## src/ident_lock_consts.vh

```
`ifndef IDENT_LOCK_CONSTS_VH
`define IDENT_LOCK_CONSTS_VH
// Device type nibble of the select byte for identification-page instructions
`define IDP_DEV_TYPE        4'hb
// Bit of the high address byte that picks lock (1) versus page write (0)
`define IDP_LOCK_SEL_POS    2
// Data bit that must be one in a lock instruction
`define IDP_LOCK_DATA_POS   1
// Low address bits that select the byte inside the page
`define IDP_BYTE_ADDR_W     5
`define IDP_PAGE_BYTES      32
// Delivered contents of every byte
`define ERASED_BYTE         8'hff
// Protocol phases
`define PH_IDLE             3'h0
`define PH_SEL              3'h1
`define PH_ADDR_HI          3'h2
`define PH_ADDR_LO          3'h3
`define PH_DATA             3'h4
`define PH_IGNORE           3'h5
`endif

```

## src/ident_page_lock_status_probe.v

```verilog
`timescale 1ns/1ps
`default_nettype none
`include "ident_lock_consts.vh"
module ident_page_lock_status_probe (
  // Clock and reset
  input  wire       core_clk_i,
  input  wire       arst_n_i,
  // Two-wire bus pins
  input  wire       scl_i,
  input  wire       sda_i,
  output wire       sda_o,
  output wire       sda_oe_o,
  // Chip-enable straps and write control
  input  wire [2:0] chip_en_i,
  input  wire       write_ctrl_i,
  // Nonvolatile write cycle handshake
  input  wire       nv_busy_i,
  output reg        nv_start_o,
  output reg        nv_is_lock_o,
  output reg        nv_is_ident_o,
  // Ident-page readback and status
  input  wire [4:0] ident_rd_addr_i,
  output reg  [7:0] ident_rd_data_o,
  output reg        ident_locked_o,
  output reg        standby_o
);
  wire scl;
  wire sda;
  reg  scl_d;
  reg  sda_d;
  reg  [2:0] phase;
  reg  [3:0] bit_cnt;
  reg  [7:0] shifter;
  reg        is_ident;
  reg        is_read;
  reg        lock_sel;
  reg  [4:0] byte_addr;
  reg        ack_drive;
  reg        pend_write;
  reg        pend_lock;
  reg        pend_any;
  reg        nv_busy_d;
  reg  [7:0] ident_mem [0:`IDP_PAGE_BYTES-1];
  reg  [7:0] stage_mem [0:`IDP_PAGE_BYTES-1];
  reg  [`IDP_PAGE_BYTES-1:0] stage_valid;
  wire       wc_s;
  wire [2:0] ce_s;
  integer i;
  genvar  g;

  // Straps and write control are pins too, so they pass the same two flops
  generate
    for (g = 0; g < 3; g = g + 1) begin : g_ce_sync
      pin_sync u_ce_sync (
        .core_clk_i (core_clk_i),
        .arst_n_i   (arst_n_i),
        .pin_i      (chip_en_i[g]),
        .sync_o     (ce_s[g])
      );
    end
  endgenerate

  pin_sync u_wc_sync (
    .core_clk_i (core_clk_i),
    .arst_n_i   (arst_n_i),
    .pin_i      (write_ctrl_i),
    .sync_o     (wc_s)
  );

  pin_sync u_scl_sync (
    .core_clk_i (core_clk_i),
    .arst_n_i   (arst_n_i),
    .pin_i      (scl_i),
    .sync_o     (scl)
  );

  pin_sync u_sda_sync (
    .core_clk_i (core_clk_i),
    .arst_n_i   (arst_n_i),
    .pin_i      (sda_i),
    .sync_o     (sda)
  );

  wire start_cond = scl && scl_d && sda_d && !sda;
  wire stop_cond  = scl && scl_d && !sda_d && sda;
  wire scl_rise   = scl && !scl_d;
  wire scl_fall   = !scl && scl_d;
  wire [7:0] next_shift = {shifter[6:0], sda};
  // Select is judged on the completed byte at the eighth falling edge
  wire sel_ident = (shifter[7:4] == `IDP_DEV_TYPE);
  wire sel_match = shifter[3:1] == ce_s;
  // Array side is out of scope: only ident-page traffic is claimed
  wire sel_ok    = sel_ident && sel_match && !nv_busy_i;

  // Open drain: only ever pull low
  assign sda_o    = 1'b0;
  assign sda_oe_o = ack_drive;

  always @(posedge core_clk_i or negedge arst_n_i) begin
    if (!arst_n_i) begin
      scl_d      <= 1'b1;
      sda_d      <= 1'b1;
      phase      <= `PH_IDLE;
      bit_cnt    <= 4'h0;
      shifter    <= 8'h00;
      is_ident   <= 1'b0;
      is_read    <= 1'b0;
      lock_sel   <= 1'b0;
      byte_addr  <= 5'h00;
      ack_drive  <= 1'b0;
      pend_write <= 1'b0;
      pend_lock  <= 1'b0;
      pend_any   <= 1'b0;
      standby_o  <= 1'b1;
      nv_start_o <= 1'b0;
      nv_is_lock_o  <= 1'b0;
      nv_is_ident_o <= 1'b0;
      stage_valid <= {`IDP_PAGE_BYTES{1'b0}};
    end else begin
      scl_d      <= scl;
      sda_d      <= sda;
      nv_start_o <= 1'b0;
      // Committed bytes must not be written again by a later cycle
      if (nv_busy_d && !nv_busy_i)
        stage_valid <= {`IDP_PAGE_BYTES{1'b0}};
      if (start_cond) begin
        // Abandons data staged by the interrupted write without a write cycle
        phase       <= `PH_SEL;
        bit_cnt     <= 4'h0;
        ack_drive   <= 1'b0;
        pend_write  <= 1'b0;
        pend_lock   <= 1'b0;
        pend_any    <= 1'b0;
        // A polling Start during a running cycle keeps the data in flight
        if (pend_write)
          stage_valid <= {`IDP_PAGE_BYTES{1'b0}};
        standby_o   <= 1'b0;
      end else if (stop_cond) begin
        ack_drive <= 1'b0;
        phase     <= `PH_IDLE;
        standby_o <= 1'b1;
        if (pend_any && !is_read) begin
          // Only a decoded write starts a cycle, reads never do
          nv_start_o    <= 1'b1;
          nv_is_lock_o  <= pend_lock;
          nv_is_ident_o <= is_ident;
        end
        pend_any   <= 1'b0;
        pend_write <= 1'b0;
        pend_lock  <= 1'b0;
      end else if (scl_rise && phase != `PH_IDLE && phase != `PH_IGNORE) begin
        if (bit_cnt < 4'h8) begin
          shifter <= next_shift;
          bit_cnt <= bit_cnt + 4'h1;
        end
      end else if (scl_fall && phase != `PH_IDLE && phase != `PH_IGNORE) begin
        if (bit_cnt == 4'h8) begin
          bit_cnt   <= 4'h9;
          ack_drive <= 1'b0;
          case (phase)
            `PH_SEL: begin
              if (sel_ok) begin
                ack_drive <= 1'b1;
                is_ident  <= 1'b1;
                is_read   <= shifter[0];
                phase     <= shifter[0] ? `PH_IGNORE : `PH_ADDR_HI;
              end else begin
                phase <= `PH_IGNORE;
              end
            end
            `PH_ADDR_HI: begin
              lock_sel  <= shifter[`IDP_LOCK_SEL_POS];
              ack_drive <= 1'b1;
              phase     <= `PH_ADDR_LO;
            end
            `PH_ADDR_LO: begin
              byte_addr <= shifter[`IDP_BYTE_ADDR_W-1:0];
              ack_drive <= 1'b1;
              phase     <= `PH_DATA;
            end
            `PH_DATA: begin
              // Lock flag is sampled here at the ack slot
              if (ident_locked_o || wc_s) begin
                ack_drive <= 1'b0;
              end else if (lock_sel) begin
                ack_drive <= 1'b1;
                if (shifter[`IDP_LOCK_DATA_POS]) begin
                  pend_lock <= 1'b1;
                  pend_any  <= 1'b1;
                end
              end else begin
                ack_drive  <= 1'b1;
                pend_write <= 1'b1;
                pend_any   <= 1'b1;
                stage_valid[byte_addr] <= 1'b1;
                byte_addr <= byte_addr + 5'h01;
              end
            end
            default: phase <= `PH_IGNORE;
          endcase
        end else if (bit_cnt == 4'h9) begin
          ack_drive <= 1'b0;
          bit_cnt   <= 4'h0;
        end
      end
    end
  end

  // Staging registers hold data until the write cycle commits
  always @(posedge core_clk_i) begin
    if (scl_fall && phase == `PH_DATA && bit_cnt == 4'h8 && !lock_sel
        && !ident_locked_o && !wc_s)
      stage_mem[byte_addr] <= shifter;
  end

  // Nonvolatile page and lock flag: commit on completion of the cycle
  always @(posedge core_clk_i or negedge arst_n_i) begin
    if (!arst_n_i) begin
      nv_busy_d <= 1'b0;
      ident_locked_o <= 1'b0;
      for (i = 0; i < `IDP_PAGE_BYTES; i = i + 1)
        ident_mem[i] <= `ERASED_BYTE;
    end else begin
      nv_busy_d <= nv_busy_i;
      if (nv_busy_d && !nv_busy_i) begin
        if (nv_is_lock_o)
          ident_locked_o <= 1'b1;
        else if (!ident_locked_o) begin
          for (i = 0; i < `IDP_PAGE_BYTES; i = i + 1)
            if (stage_valid[i])
              ident_mem[i] <= stage_mem[i];
        end
      end
    end
  end

  always @(posedge core_clk_i or negedge arst_n_i) begin
    if (!arst_n_i)
      ident_rd_data_o <= `ERASED_BYTE;
    else
      ident_rd_data_o <= ident_mem[ident_rd_addr_i];
  end
endmodule // ident_page_lock_status_probe
`default_nettype wire

```

## src/pin_sync.v

```verilog
`timescale 1ns/1ps
`default_nettype none
// Two-flop synchroniser; only the second flop is visible outside
module pin_sync (
  // Clock and reset
  input  wire core_clk_i,
  input  wire arst_n_i,
  // Level in and out
  input  wire pin_i,
  output wire sync_o
);
  reg meta;
  reg sync;

  always @(posedge core_clk_i or negedge arst_n_i) begin
    if (!arst_n_i) begin
      meta <= 1'b1;
      sync <= 1'b1;
    end else begin
      meta <= pin_i;
      sync <= meta;
    end
  end

  assign sync_o = sync;
endmodule // pin_sync
`default_nettype wire

```

## config.mk

```make
export PLATFORM = sky130hd
export DESIGN_NAME = ident_page_lock_status_probe
export DESIGN_NICKNAME = d
export VERILOG_FILES = /design/src/ident_page_lock_status_probe.v /design/src/pin_sync.v
export VERILOG_INCLUDE_DIRS = /design/src /design/src/src
export SDC_FILE = /design/constraint.sdc
export NUM_CORES = 1
export LEC_CHECK = 0
export ABC_CLOCK_PERIOD_IN_PS = 3700
export BUFFER_PORTS_ARGS = -buffer_cell sky130_fd_sc_hd__buf_2
export CELL_PAD_IN_SITES_DETAIL_PLACEMENT = 1
export CELL_PAD_IN_SITES_GLOBAL_PLACEMENT = 1
export CORE_ASPECT_RATIO = 1.25
export CORE_MARGIN = 2
export CORE_UTILIZATION = 56
export DETAILED_ROUTE_END_ITERATION = 6
export GPL_TIMING_DRIVEN = 0
export HOLD_SLACK_MARGIN = 0.05
export PLACE_DENSITY_LB_ADDON = 0.2
export SYNTH_ARGS = -nofsm -noshare
export SYNTH_HDL_FRONTEND = slang
export SYNTH_SLANG_ARGS = --single-unit
```

## constraint.sdc

```tcl
create_clock -name core_clk_i -period 3.7 [get_ports core_clk_i]
set_input_delay 0.185 -clock core_clk_i [delete_from_list [all_inputs] [get_ports core_clk_i]]
set_output_delay 0.185 -clock core_clk_i [all_outputs]
set_load 0.02 [all_outputs]
```

==> flow_summary.rst, run 1 <==
.. list-table::
   :header-rows: 1

   * - Metric
     - Value
   * - CTS max path bufs
     - 3
   * - Final worst clock skew
     - 0.0200 ns
   * - Worst Reg2Reg Path Length in Cells
     - 8
   * - Number of nets at the end of the flow
     - 1381
   * - HPWL after detailed placement
     - 33.7 mm
   * - Comb power frac
     - roughly 8.2%
   * - Total congestion overflow
     - 0
   * - Final setup violating endpoints
     - 0
   * - Final non-filler cell area
     - between 20000 and 30000 um2
   * - Pins over their slew limit
     - 0
   * - Switching power
     - 3.86 mW
   * - Worst setup path class
     - reg -> reg
   * - Pin count of the biggest net entering global routing
     - 113
   * - Distinct cells, synth
     - between 50 and 60
   * - Gate count of the mapped netlist
     - about 1300
   * - Max-cap check violation count
     - 0
   * - Max frequency
     - around 290 MHz
   * - Count of pins on the block boundary
     - 29
   * - Critical Path Start
     - bit_cnt[0]
   * - Standard-cell row count
     - 83
   * - Most area-hungry cell type in the Yosys netlist
     - sky130_fd_sc_hd__edfxtp_1
   * - Clock tree from TritonCTS
     - yes
   * - Post-CTS Setup Repair Bufs
     - 0
   * - Number of DRC violations after detailed-routing iteration 0
     - 606
   * - Per-instance average area after synthesis
     - approximately 18 um2
   * - Total leakage power
     - 9.45 nW
   * - List of cells traversed by the critical path
     - inv_1, ha_1, clkbuf_1, and4_1, clkbuf_1, nand2_1, clkbuf_1, nor2_1
   * - Critical path's most frequent cell
     - sky130_fd_sc_hd__clkbuf_1
   * - GRT Util Overall
     - 25.3%
   * - Most common cell in the netlist
     - sky130_fd_sc_hd__dfstp_2
   * - Number of design rule violations left after detail routing
     - 0
   * - Most instantiated cells after synthesis
     - sky130_fd_sc_hd__dfstp_2 (279), sky130_fd_sc_hd__mux2_2 (276), sky130_fd_sc_hd__edfxtp_1 (256), sky130_fd_sc_hd__mux4_2 (80), sky130_fd_sc_hd__nand2_1 (76)
   * - Total nets after synthesis
     - 1287
   * - Register-to-Register Setup Slack
     - 0.30 ns
   * - Via density per instance
     - roughly 6
   * - Num Clock Sinks
     - 599
   * - Layout area overhead
     - 12.2%
   * - CTS H-Tree Depth
     - 2
   * - Busiest grt layer
     - met2
   * - Headroom to the max-slew limit
     - 11.0%
   * - Mean routed wirelength per cell
     - between 20 and 30 um
   * - Power density cells
     - 614 nW/um2
   * - Status
     - completed
   * - Total die area
     - 43100 um2
   * - Initial cell density of the core
     - 56.5%
   * - RSZ-0062 raised after global routing
     - false
   * - Int Power
     - 12.1 mW
   * - Number of optimization iterations in the first detailed-route pass
     - 7
   * - Buffer cell driving the clock tree root
     - sky130_fd_sc_hd__clkbuf_16
   * - Clk pwr share
     - 35.6%
   * - Count of final hold-check violations
     - 0
   * - Capture point of the worst path
     - stage_mem[6][1]
   * - Worst R2R Start
     - bit_cnt[0]
   * - Total number of vias
     - 11500
   * - Crit path capture type
     - flop
   * - Synthesized cell area
     - around 23000 um2
   * - Share of post-route cells with drive strength above 1
     - 55.4%
   * - Met1 capacity usage during global routing
     - 32.4%
   * - Via count of the first global-routing pass
     - 13100
   * - End of the worst register-to-register path
     - stage_mem[6][1]
   * - Met3 layer usage reported by global route
     - roughly 4.1%
   * - Most frequently used flop master after synthesis
     - sky130_fd_sc_hd__dfstp_2
   * - Yosys top cell area share
     - ~33%
   * - Flop and latch count out of synthesis
     - ~600
   * - Required time worst endpoint
     - 3.91 ns
   * - Slew at the pin with the worst max-slew slack
     - 1.33 ns
   * - Crit share post-route
     - between 90 and 100%
   * - DRT antenna net count
     - 0
   * - Die X-Extent
     - 186 um
   * - Number of filler cells placed in the layout
     - 3452
   * - Setup total negative slack
     - 0 ns
   * - Standard cell with the maximum stage delay on the critical path
     - sky130_fd_sc_hd__nor2_1
   * - Delay of the slowest critical-path stage
     - between 0.8 and 0.9 ns
   * - Minimum hold slack
     - 0.130 ns
   * - Switching Share
     - 24.2%
   * - Quantity of I/O buffers inserted on ports
     - 22
   * - Fraction of met2 tracks used by global routing
     - 44.6%
   * - Number of antenna repair diodes
     - 0
   * - Clock-pin slew on the worst setup and hold paths
     - 0.06 ns
   * - Worst skew pair latency
     - 0.59 ns
   * - Crit path time final
     - roughly 3.4 ns
   * - Yosys warns
     - 0
   * - Final routed wirelength across all metal layers
     - 51.8 mm
   * - Die height
     - 232 um
   * - Worst min-delay path class
     - in -> reg
   * - Antenna violations before repair
     - 2
   * - Worst IR Drop VDD
     - 0.000378 V
   * - Final Core Density
     - between 60% and 70%
   * - Share of the yosys chip area belonging to registers
     - 71.6%
   * - Cell area after placement
     - 24100 um2
   * - Data arrival at the endpoint of the critical path
     - approximately 3.6 ns
   * - Total clock buffers created by CTS
     - 57
   * - Cell types occupying the most area after synthesis
     - sky130_fd_sc_hd__edfxtp_1 (33%), sky130_fd_sc_hd__dfstp_2 (32%), sky130_fd_sc_hd__mux2_2 (13%)
   * - Wire length of the first global-routing pass
     - 80.2 mm
   * - Core box area
     - 41000 um2
   * - Share of total power in sequential cells
     - 56.3%
   * - Overall power consumption
     - 16.0 mW
   * - Post-synth EDFFs
     - ~260
   * - Share of flip-flops with an asynchronous set or reset
     - a little under three fifths
   * - Largest fanout on the critical path
     - 10
   * - Final weighted congestion of routability-driven global placement
     - 0.785
   * - Nature of the critical path startpoint
     - flop
kinds of logic (layout without fill, tap and decap cells):
| family | Yosys count | count (layout) | synth area share (%) |
|---|---|---|---|
| compound gates | 75 | 75 | 2.03 |
| xor+xnor | 5 | 5 | 0.189 |
| fa+ha+maj | 7 | 7 | 0.378 |
| buf+inv | 54 | 197 | 1.06 |
| flops | 599 | 599 | 71.6 |
| mux | 359 | 359 | 21.3 |
| other cells | 1 | 1 | 0.0162 |
| simple gates | 166 | 166 | 3.38 |
how the worst min path moves through the flow:
stage                       start                          end  slack (ns)  depth (start not counted)
6_report       ident_rd_addr_i[3]           ident_rd_data_o[6]        0.13                          2
5_1_grt        ident_rd_addr_i[3]           ident_rd_data_o[0]        0.11                          2
4_1_cts        ident_rd_addr_i[3]           ident_rd_data_o[0]        0.10                          2
3_5_place_dp         chip_en_i[0]  g_ce_sync[0].u_ce_sync.meta        0.29                          1
3_3_place_gp         chip_en_i[2]  g_ce_sync[2].u_ce_sync.meta        0.29                          1
2_1_floorplan            arst_n_i                   bit_cnt[0]       -0.11                          0
state kept, by name, indices dropped and copies added, names as in the netlist, 3 cells and up:
name,cells
byte_addr,5
shifter,8
phase,3
ident_rd_data_o,8
stage_valid,32
g_ce_sync.u_ce_sync.meta,3
g_ce_sync.u_ce_sync.sync_o,3
ident_mem,256
stage_mem,256
bit_cnt,4
layout by cell type (no fill, tap or decap), types with 3 or more instances in the layout:
cell,n
sky130_fd_sc_hd__nor2_1,38
sky130_fd_sc_hd__edfxtp_1,256
sky130_fd_sc_hd__buf_2,28
sky130_fd_sc_hd__dlygate4sd3_1,8
sky130_fd_sc_hd__or2_2,4
sky130_fd_sc_hd__clkbuf_16,60
sky130_fd_sc_hd__dfrtp_2,6
sky130_fd_sc_hd__mux2_2,276
sky130_fd_sc_hd__ha_1,7
sky130_fd_sc_hd__a21oi_1,7
sky130_fd_sc_hd__nand2_1,76
sky130_fd_sc_hd__clkbuf_8,4
sky130_fd_sc_hd__nor4_2,3
sky130_fd_sc_hd__xor2_1,4
sky130_fd_sc_hd__buf_16,3
sky130_fd_sc_hd__a21o_1,5
sky130_fd_sc_hd__clkinvlp_4,6
sky130_fd_sc_hd__o21a_1,4
sky130_fd_sc_hd__dfrtp_1,58
sky130_fd_sc_hd__nor3_1,6
sky130_fd_sc_hd__buf_4,9
sky130_fd_sc_hd__or3_1,5
sky130_fd_sc_hd__mux4_2,80
sky130_fd_sc_hd__buf_1,4
sky130_fd_sc_hd__nor3b_1,4
sky130_fd_sc_hd__nor2b_1,4
sky130_fd_sc_hd__clkinv_2,13
sky130_fd_sc_hd__inv_1,9
sky130_fd_sc_hd__o21ai_0,36
sky130_fd_sc_hd__dfstp_2,279
sky130_fd_sc_hd__clkbuf_1,45
sky130_fd_sc_hd__o32ai_1,3
sky130_fd_sc_hd__nand3_1,7
routing by layer:
layer  wire (um)  share of wire [%]
met1       20800                 40
met2       27600                 53
met3        1960                3.8
met4        1390                2.7
met5           0                  0
per-stage QoR:
step / std cells / worst slack (ns)
final: 1961 / 0.298
after global routing: 1961 / 0.126
after floorplan: 1266 / 1.28
after CTS: 1961 / 0.270
after detailed placement: 1845 / 0.334
after global placement: 1840 / -4.30
timing repair:
item | CTS | global route
endpoints found under the hold margin | 97 | 0
hold buffers | 8 | 0
resized for setup | 0 | 0
setup endpoints to repair | 0 | 0
critical path: cells and delay by family, from the launching register on:
family | cells | cell delay (ns)
adder cells (fa/ha/maj) | 1 | 0.14
AND/OR/NAND/NOR | 3 | 1.40
buffers and inverters | 4 | 1.03
flip-flops | 1 | 0.44
power groups by stage:
stage	Combinational, mW	Sequential (mW)	Clock, mW
4_1_cts	1.32	9.01	5.78
2_1_floorplan	0.880	8.67	0
3_3_place_gp	1.22	9.03	0
6_report	1.30	8.99	5.68
5_1_grt	1.39	9.10	6.03
3_5_place_dp	1.30	9.12	0
layout make-up:
| class | instances | area, um2 | area share (%) |
|---|---|---|---|
| Sequential cell | 599 | 16600 | 63.9 |
| Multi-Input combinational cell | 613 | 6350 | 24.4 |
| Clock buffer | 83 | 1630 | 6.25 |
| Tap cell | 552 | 691 | 2.65 |
| Timing Repair Buffer | 35 | 298 | 1.14 |
| Buffer | 45 | 211 | 0.812 |
| Clock inverter | 25 | 195 | 0.750 |
| Inverter | 9 | 33.8 | 0.130 |
(Power assumes the default switching activity.)
==> inputs of run 2 (changes only) <==
Settings changed: ABC_CLOCK_PERIOD_IN_PS 3700 to 4300, REMOVE_ABC_BUFFERS from default to 1.
Clock period 3.7 ns to 4.3 ns, I/O delays scaled along.
==> flow_summary.rst, run 2 (same netlist as run 1, synthesis figures left out) <==
.. list-table::
   :header-rows: 1

   * - Metric
     - Value
   * - Worst skew pair latency
     - 0.59 ns
   * - Commonest non-fill, non-tap cell in the layout
     - sky130_fd_sc_hd__dfstp_2
   * - Final routed wirelength across all metal layers
     - 48.9 mm
   * - HPWL after detailed placement
     - 30.7 mm
   * - Number of antenna repair diodes
     - 0
   * - Number of design rule violations left after detail routing
     - 0
   * - Antenna violations before repair
     - 0
   * - Status
     - completed
   * - Register-to-Register Setup Slack
     - 0.45 ns
   * - Max frequency
     - ~260 MHz
   * - Initial cell density of the core
     - 56.5%
   * - Quantity of I/O buffers inserted on ports
     - 27
   * - Clock tree from TritonCTS
     - yes
   * - Die height
     - 232 um
   * - Crit path capture type
     - flop
   * - Clock-pin slew on the worst setup and hold paths
     - approximately 0.060 ns
   * - Max-cap check violation count
     - 0
   * - Worst IR Drop VDD
     - 0.000340 V
   * - Data arrival at the endpoint of the critical path
     - 4.05 ns
   * - Standard-cell row count
     - 83
   * - Capture point of the worst path
     - stage_mem[13][6]
   * - Total congestion overflow
     - 0
   * - Standard cell with the maximum stage delay on the critical path
     - sky130_fd_sc_hd__nor3b_1
   * - Core box area
     - 41000 um2
   * - Nature of the critical path startpoint
     - flop
   * - Critical Path Start
     - phase[2]
   * - Count of final hold-check violations
     - 0
   * - Worst setup path class
     - reg -> reg
   * - Via density per instance
     - approximately 5.9
   * - Total leakage power
     - 9.55 nW
   * - Count of pins on the block boundary
     - 29
   * - Number of optimization iterations in the first detailed-route pass
     - 5
   * - Commonest cells after routing, fill and taps aside
     - sky130_fd_sc_hd__dfstp_2 (279), sky130_fd_sc_hd__mux2_2 (276), sky130_fd_sc_hd__edfxtp_1 (256)
   * - List of cells traversed by the critical path
     - nor3b_1, and4_1, nand2_1, nor2_1
   * - End of the worst register-to-register path
     - stage_mem[13][6]
   * - Minimum hold slack
     - 0.251 ns
   * - Delay of the slowest critical-path stage
     - around 1.1 ns
   * - CTS max path bufs
     - 3
   * - Cell area after placement
     - around 24000 um2
   * - Via count of the first global-routing pass
     - 12800
   * - Total die area
     - ~43000 um2
   * - Total number of vias
     - 11200
   * - Worst Reg2Reg Path Length in Cells
     - 4
   * - Post-CTS Setup Repair Bufs
     - 0
   * - Worst min-delay path class
     - in -> async
   * - Total clock buffers created by CTS
     - 55
   * - GRT Util Overall
     - 24.1%
   * - CTS H-Tree Depth
     - 2
   * - Slew at the pin with the worst max-slew slack
     - between 1 and 1.5 ns
   * - Crit share post-route
     - 89.5%
   * - Number of filler cells placed in the layout
     - 3387
   * - Registers with the most flip-flops
     - ident_mem: 256 flops, stage_mem: 256 flops, stage_valid: 32 flops
   * - Final weighted congestion of routability-driven global placement
     - about 0.77
   * - Wire length of the first global-routing pass
     - 77.2 mm
   * - Number of DRC violations after detailed-routing iteration 0
     - 617
   * - Buffer cell driving the clock tree root
     - sky130_fd_sc_hd__clkbuf_16
   * - Number of nets at the end of the flow
     - 1344
   * - Crit path time final
     - 3.85 ns
   * - Largest fanout on the critical path
     - 16
   * - Pins over their slew limit
     - 0
   * - Pin count of the biggest net entering global routing
     - 112
   * - Final non-filler cell area
     - 26200 um2
   * - Placed cell count
     - 1809
   * - Num Clock Sinks
     - 599
   * - Power density cells
     - 547 nW/um2
   * - Layout area overhead
     - 13.1%
   * - Share of post-route cells with drive strength above 1
     - 57.1%
   * - DRT antenna net count
     - 0
   * - Overall power consumption
     - ~14 mW
   * - Final setup violating endpoints
     - 0
   * - Worst R2R Start
     - phase[2]
   * - Die X-Extent
     - 186 um
   * - Required time worst endpoint
     - 4.50 ns
   * - RSZ-0062 raised after global routing
     - false
   * - Headroom to the max-slew limit
     - 9.08%
   * - Final worst clock skew
     - approximately 0.017 ns
   * - Mean routed wirelength per cell
     - 25.4 um
   * - Fin cells
     - 1921
## run 2: changes by cell type in the layout (fill, tap and decap cells not counted), moves of 2 or more
cell                         before  now
sky130_fd_sc_hd__buf_1            4    0
sky130_fd_sc_hd__buf_16           3    5
sky130_fd_sc_hd__buf_2           28   24
sky130_fd_sc_hd__buf_4            9    3
sky130_fd_sc_hd__buf_8            1    3
sky130_fd_sc_hd__bufinv_16        2   15
sky130_fd_sc_hd__clkbuf_1        45   11
sky130_fd_sc_hd__clkbuf_16       60   57
sky130_fd_sc_hd__clkbuf_8         4    7
sky130_fd_sc_hd__clkinv_2        13   10
sky130_fd_sc_hd__clkinvlp_4       6    2
sky130_fd_sc_hd__inv_6            2    0
## run 2: worst min path at each step
stage	startpoint	slack, ns	end	cells after the start
after floorplan	arst_n_i	-0.08	bit_cnt[0]	0
after global placement	chip_en_i[2]	0.32	g_ce_sync[2].u_ce_sync.meta	1
after detailed placement	arst_n_i	0.25	stage_valid[9]	1
after CTS	arst_n_i	0.23	stage_valid[9]	2
after global routing	chip_en_i[0]	0.26	g_ce_sync[0].u_ce_sync.meta	2
final	arst_n_i	0.25	stage_valid[9]	2
## run 2: cell type report
type                       instances  area (um2)  area share, %
tap                              552         691           2.63
sequential                       599       16600           63.4
clock inverter                    28         519           1.98
clock buffer                      75        1560           5.96
inverter                           9        33.8          0.129
timing repair buffer              45         427           1.63
multi-input combinational        613        6370           24.3
## run 2: per-layer routing
metal,vias up,GRT usage (%),routed length [um]
met2,197,41.9,25600
met1,6093,31.3,20300
li1,4875,-,-
met4,0,8.19,1430
met3,83,3.38,1550
met5,-,0,0
## run 2: report_power, final
group | switching (mW) | internal, mW
clock network | 2.10 | 3.44
registers | 0.673 | 7.04
logic | 0.476 | 0.628
total | 3.25 | 11.1
## run 2: what timing repair did
| action | 4_1_cts | 5_1_grt |
|---|---|---|
| hold buffers | 9 | 0 |
| gates resized for setup | 0 | 0 |
| hold endpoints to repair | 84 | 0 |
## run 2: worst max-delay path, delay by kind of cell (launching register included)
family           cells  cell delay [ns]
DFF                  1             0.53
and+or+nand+nor      4             2.92
## run 2: per-stage QoR
step | worst slack, ns | setup TNS (ns) | utilization, %
6_report | 0.452 | 0 | 63.9
5_1_grt | 0.201 | 0 | 63.9
4_1_cts | 0.407 | 0 | 63.9
3_5_place_dp | 0.436 | 0 | 58.6
3_3_place_gp | -3.79 | -1013.28 | 58.0
2_1_floorplan | 0.975 | 0 | -
==> inputs of run 3 (changes only) <==
Settings changed: RECOVER_POWER from default to 100.
==> flow_summary.rst, run 3 (same netlist as run 1, synthesis figures left out) <==
.. list-table::
   :header-rows: 1

   * - Metric
     - Value
   * - Delay of the slowest critical-path stage
     - 0.92 ns
   * - Max-cap check violation count
     - 7
   * - Largest fanout on the critical path
     - 14
   * - Nature of the critical path startpoint
     - flop
   * - Total clock buffers created by CTS
     - 55
   * - Clock tree from TritonCTS
     - yes
   * - Quantity of I/O buffers inserted on ports
     - 27
   * - Violated checks
     - max-capacitance violations, max-slew violations
   * - Minimum hold slack
     - 0.270 ns
   * - Worst setup path class
     - reg -> reg
   * - Number of antenna repair diodes
     - 0
   * - GRT Util Overall
     - 24.1%
   * - End of the worst register-to-register path
     - ident_mem[133]
   * - Number of optimization iterations in the first detailed-route pass
     - 5
   * - FF+latch area
     - 16600 um2
   * - Pins over their slew limit
     - ~280
   * - Post-CTS Setup Repair Bufs
     - 0
   * - Final routed wirelength across all metal layers
     - 48.8 mm
   * - Power density cells
     - 550 nW/um2
   * - Number of DRC violations after detailed-routing iteration 0
     - 645
   * - Slew at the pin with the worst max-slew slack
     - around 3.5 ns
   * - Final weighted congestion of routability-driven global placement
     - about 0.77
   * - Register-to-Register Setup Slack
     - 0.40 ns
   * - CTS max path bufs
     - 3
   * - Final worst clock skew
     - about 0.018 ns
   * - HPWL after detailed placement
     - 30.7 mm
   * - Worst skew pair latency
     - just under 0.6 ns
   * - Headroom to the max-slew limit
     - -135%
   * - DRT antenna net count
     - 0
   * - Initial cell density of the core
     - 56.5%
   * - Mean routed wirelength per cell
     - ~25 um
   * - Worst IR Drop VDD
     - 0.000340 V
   * - Setup total negative slack
     - 0 ns
   * - Commonest cells after routing, fill and taps aside
     - sky130_fd_sc_hd__dfstp_2 (277), sky130_fd_sc_hd__mux2_2 (258), sky130_fd_sc_hd__edfxtp_1 (256)
   * - Overall power consumption
     - about 14 mW
   * - Worst Reg2Reg Path Length in Cells
     - 6
   * - Hold wc startpoint
     - sda_i
   * - Number of filler cells placed in the layout
     - between 3000 and 4000
   * - Placed cell count
     - roughly 1800
   * - Die height
     - 232 um
   * - Via count of the first global-routing pass
     - 12800
   * - Total die area
     - 43100 um2
   * - Antenna violations before repair
     - 0
   * - Total number of vias
     - 11200
   * - Hold Path Depth
     - 2
   * - Status
     - finished, violations left
   * - Multi-input gate area
     - 6340 um2
   * - Pin count of the biggest net entering global routing
     - about 110
   * - RSZ-0062 raised after global routing
     - false
   * - Registers with the most flip-flops
     - ident_mem: 256 flops, stage_mem: 256 flops, stage_valid: 32 flops
   * - Final setup violating endpoints
     - 0
   * - Fin cells
     - 1921
   * - Commonest non-fill, non-tap cell in the layout
     - sky130_fd_sc_hd__dfstp_2
   * - Total leakage power
     - approximately 9.5 nW
   * - Via density per instance
     - 5.85
   * - Crit share post-route
     - 90.7%
   * - List of cells traversed by the critical path
     - nor2b_1, nor3b_1, clkbuf_1, clkbuf_1, nand2_1, mux2_1
   * - Data arrival at the endpoint of the critical path
     - 4.40 ns
   * - Share of post-route cells with drive strength above 1
     - a little over half
   * - Cell area after placement
     - 24000 um2
   * - Standard cell with the maximum stage delay on the critical path
     - sky130_fd_sc_hd__nor3b_1
   * - Count of pins on the block boundary
     - 29
   * - Number of nets at the end of the flow
     - 1344
   * - Num Clock Sinks
     - about 600
   * - Worst R2R Start
     - nv_busy_d
   * - Hold Path Sink
     - u_sda_sync.meta
   * - Die X-Extent
     - 186 um
   * - CTS H-Tree Depth
     - 2
   * - Crit path time final
     - slightly below 4 ns
   * - Total congestion overflow
     - 0
   * - Count of cells resized by post-cts repair
     - 0
   * - Clock-pin slew on the worst setup and hold paths
     - 0.07 ns
   * - Wire length of the first global-routing pass
     - 77.2 mm
   * - Final non-filler cell area
     - 26100 um2
   * - Number of design rule violations left after detail routing
     - 0
   * - Max frequency
     - between 200 and 300 MHz
   * - Count of final hold-check violations
     - 0
   * - Standard-cell row count
     - just over 80
   * - Hold_buf cts
     - 9
   * - Critical path's most frequent cell
     - sky130_fd_sc_hd__clkbuf_1
   * - Layout area overhead
     - 12.6%
   * - Buffer cell driving the clock tree root
     - sky130_fd_sc_hd__clkbuf_16
   * - Crit path capture type
     - flop
   * - Required time worst endpoint
     - 4.80 ns
   * - Worst min-delay path class
     - in -> reg
   * - Core box area
     - approximately 41000 um2
==> run 3: changes by cell type in the layout (fill, tap and decap cells not counted), sizes merged <==
| cell | before | now |
|---|---|---|
| dlymetal6s2s | 0 | 1 |
| clkbuf | 75 | 96 |
| buf | 36 | 14 |
==> run 3: layout make-up <==
| type | count | area share, % |
|---|---|---|
| Tap cell | 552 | 2.65 |
| Clock buffer | 75 | 5.99 |
| Multi-Input combinational cell | 613 | 24.3 |
| Inverter | 9 | 0.129 |
| Timing Repair Buffer | 45 | 1.33 |
| Sequential cell | 599 | 63.7 |
| Clock inverter | 28 | 1.99 |
==> run 3: routing by layer <==
layer | vias up | wire length, um | track usage (%)
met5 | - | 0 | 0
met4 | 0 | 1470 | 8.19
met3 | 84 | 1450 | 3.38
met2 | 190 | 25600 | 41.9
met1 | 6095 | 20400 | 31.3
li1 | 4878 | - | -
==> run 3: worst max path at each step <==
stage	startpoint	endpoint	cells past startpoint
floorplan	ident_locked_o	ident_mem[0]	3
global placement	arst_n_i	stage_valid[5]	1
detailed placement	phase[2]	stage_mem[0][1]	4
CTS	phase[2]	stage_mem[13][6]	4
global route	nv_busy_d	ident_mem[133]	6
finish	nv_busy_d	ident_mem[133]	6
==> run 3: report_power, final <==
group / leakage [nW] / internal (mW) / switching [mW]
registers: 6.10 / 7.04 / 0.676
logic: 2.35 / 0.612 / 0.476
clock network: 1.02 / 3.44 / 2.10
total: 9.48 / 11.1 / 3.25
==> run 3: per-stage QoR <==
stage,util (%),setup slack (ns)
detailed placement,58.6,0.436
floorplan,-,0.975
global placement,58.0,-3.79
finish,63.7,0.402
CTS,63.9,0.407
global route,63.7,0.149
==> run 3: critical path: cells and delay by family, from the launching register on <==
family                 cells  cell delay, ns
and+or+nand+nor            3            1.75
buffers and inverters      2            1.27
muxes                      1            0.45
DFF                        1            0.32
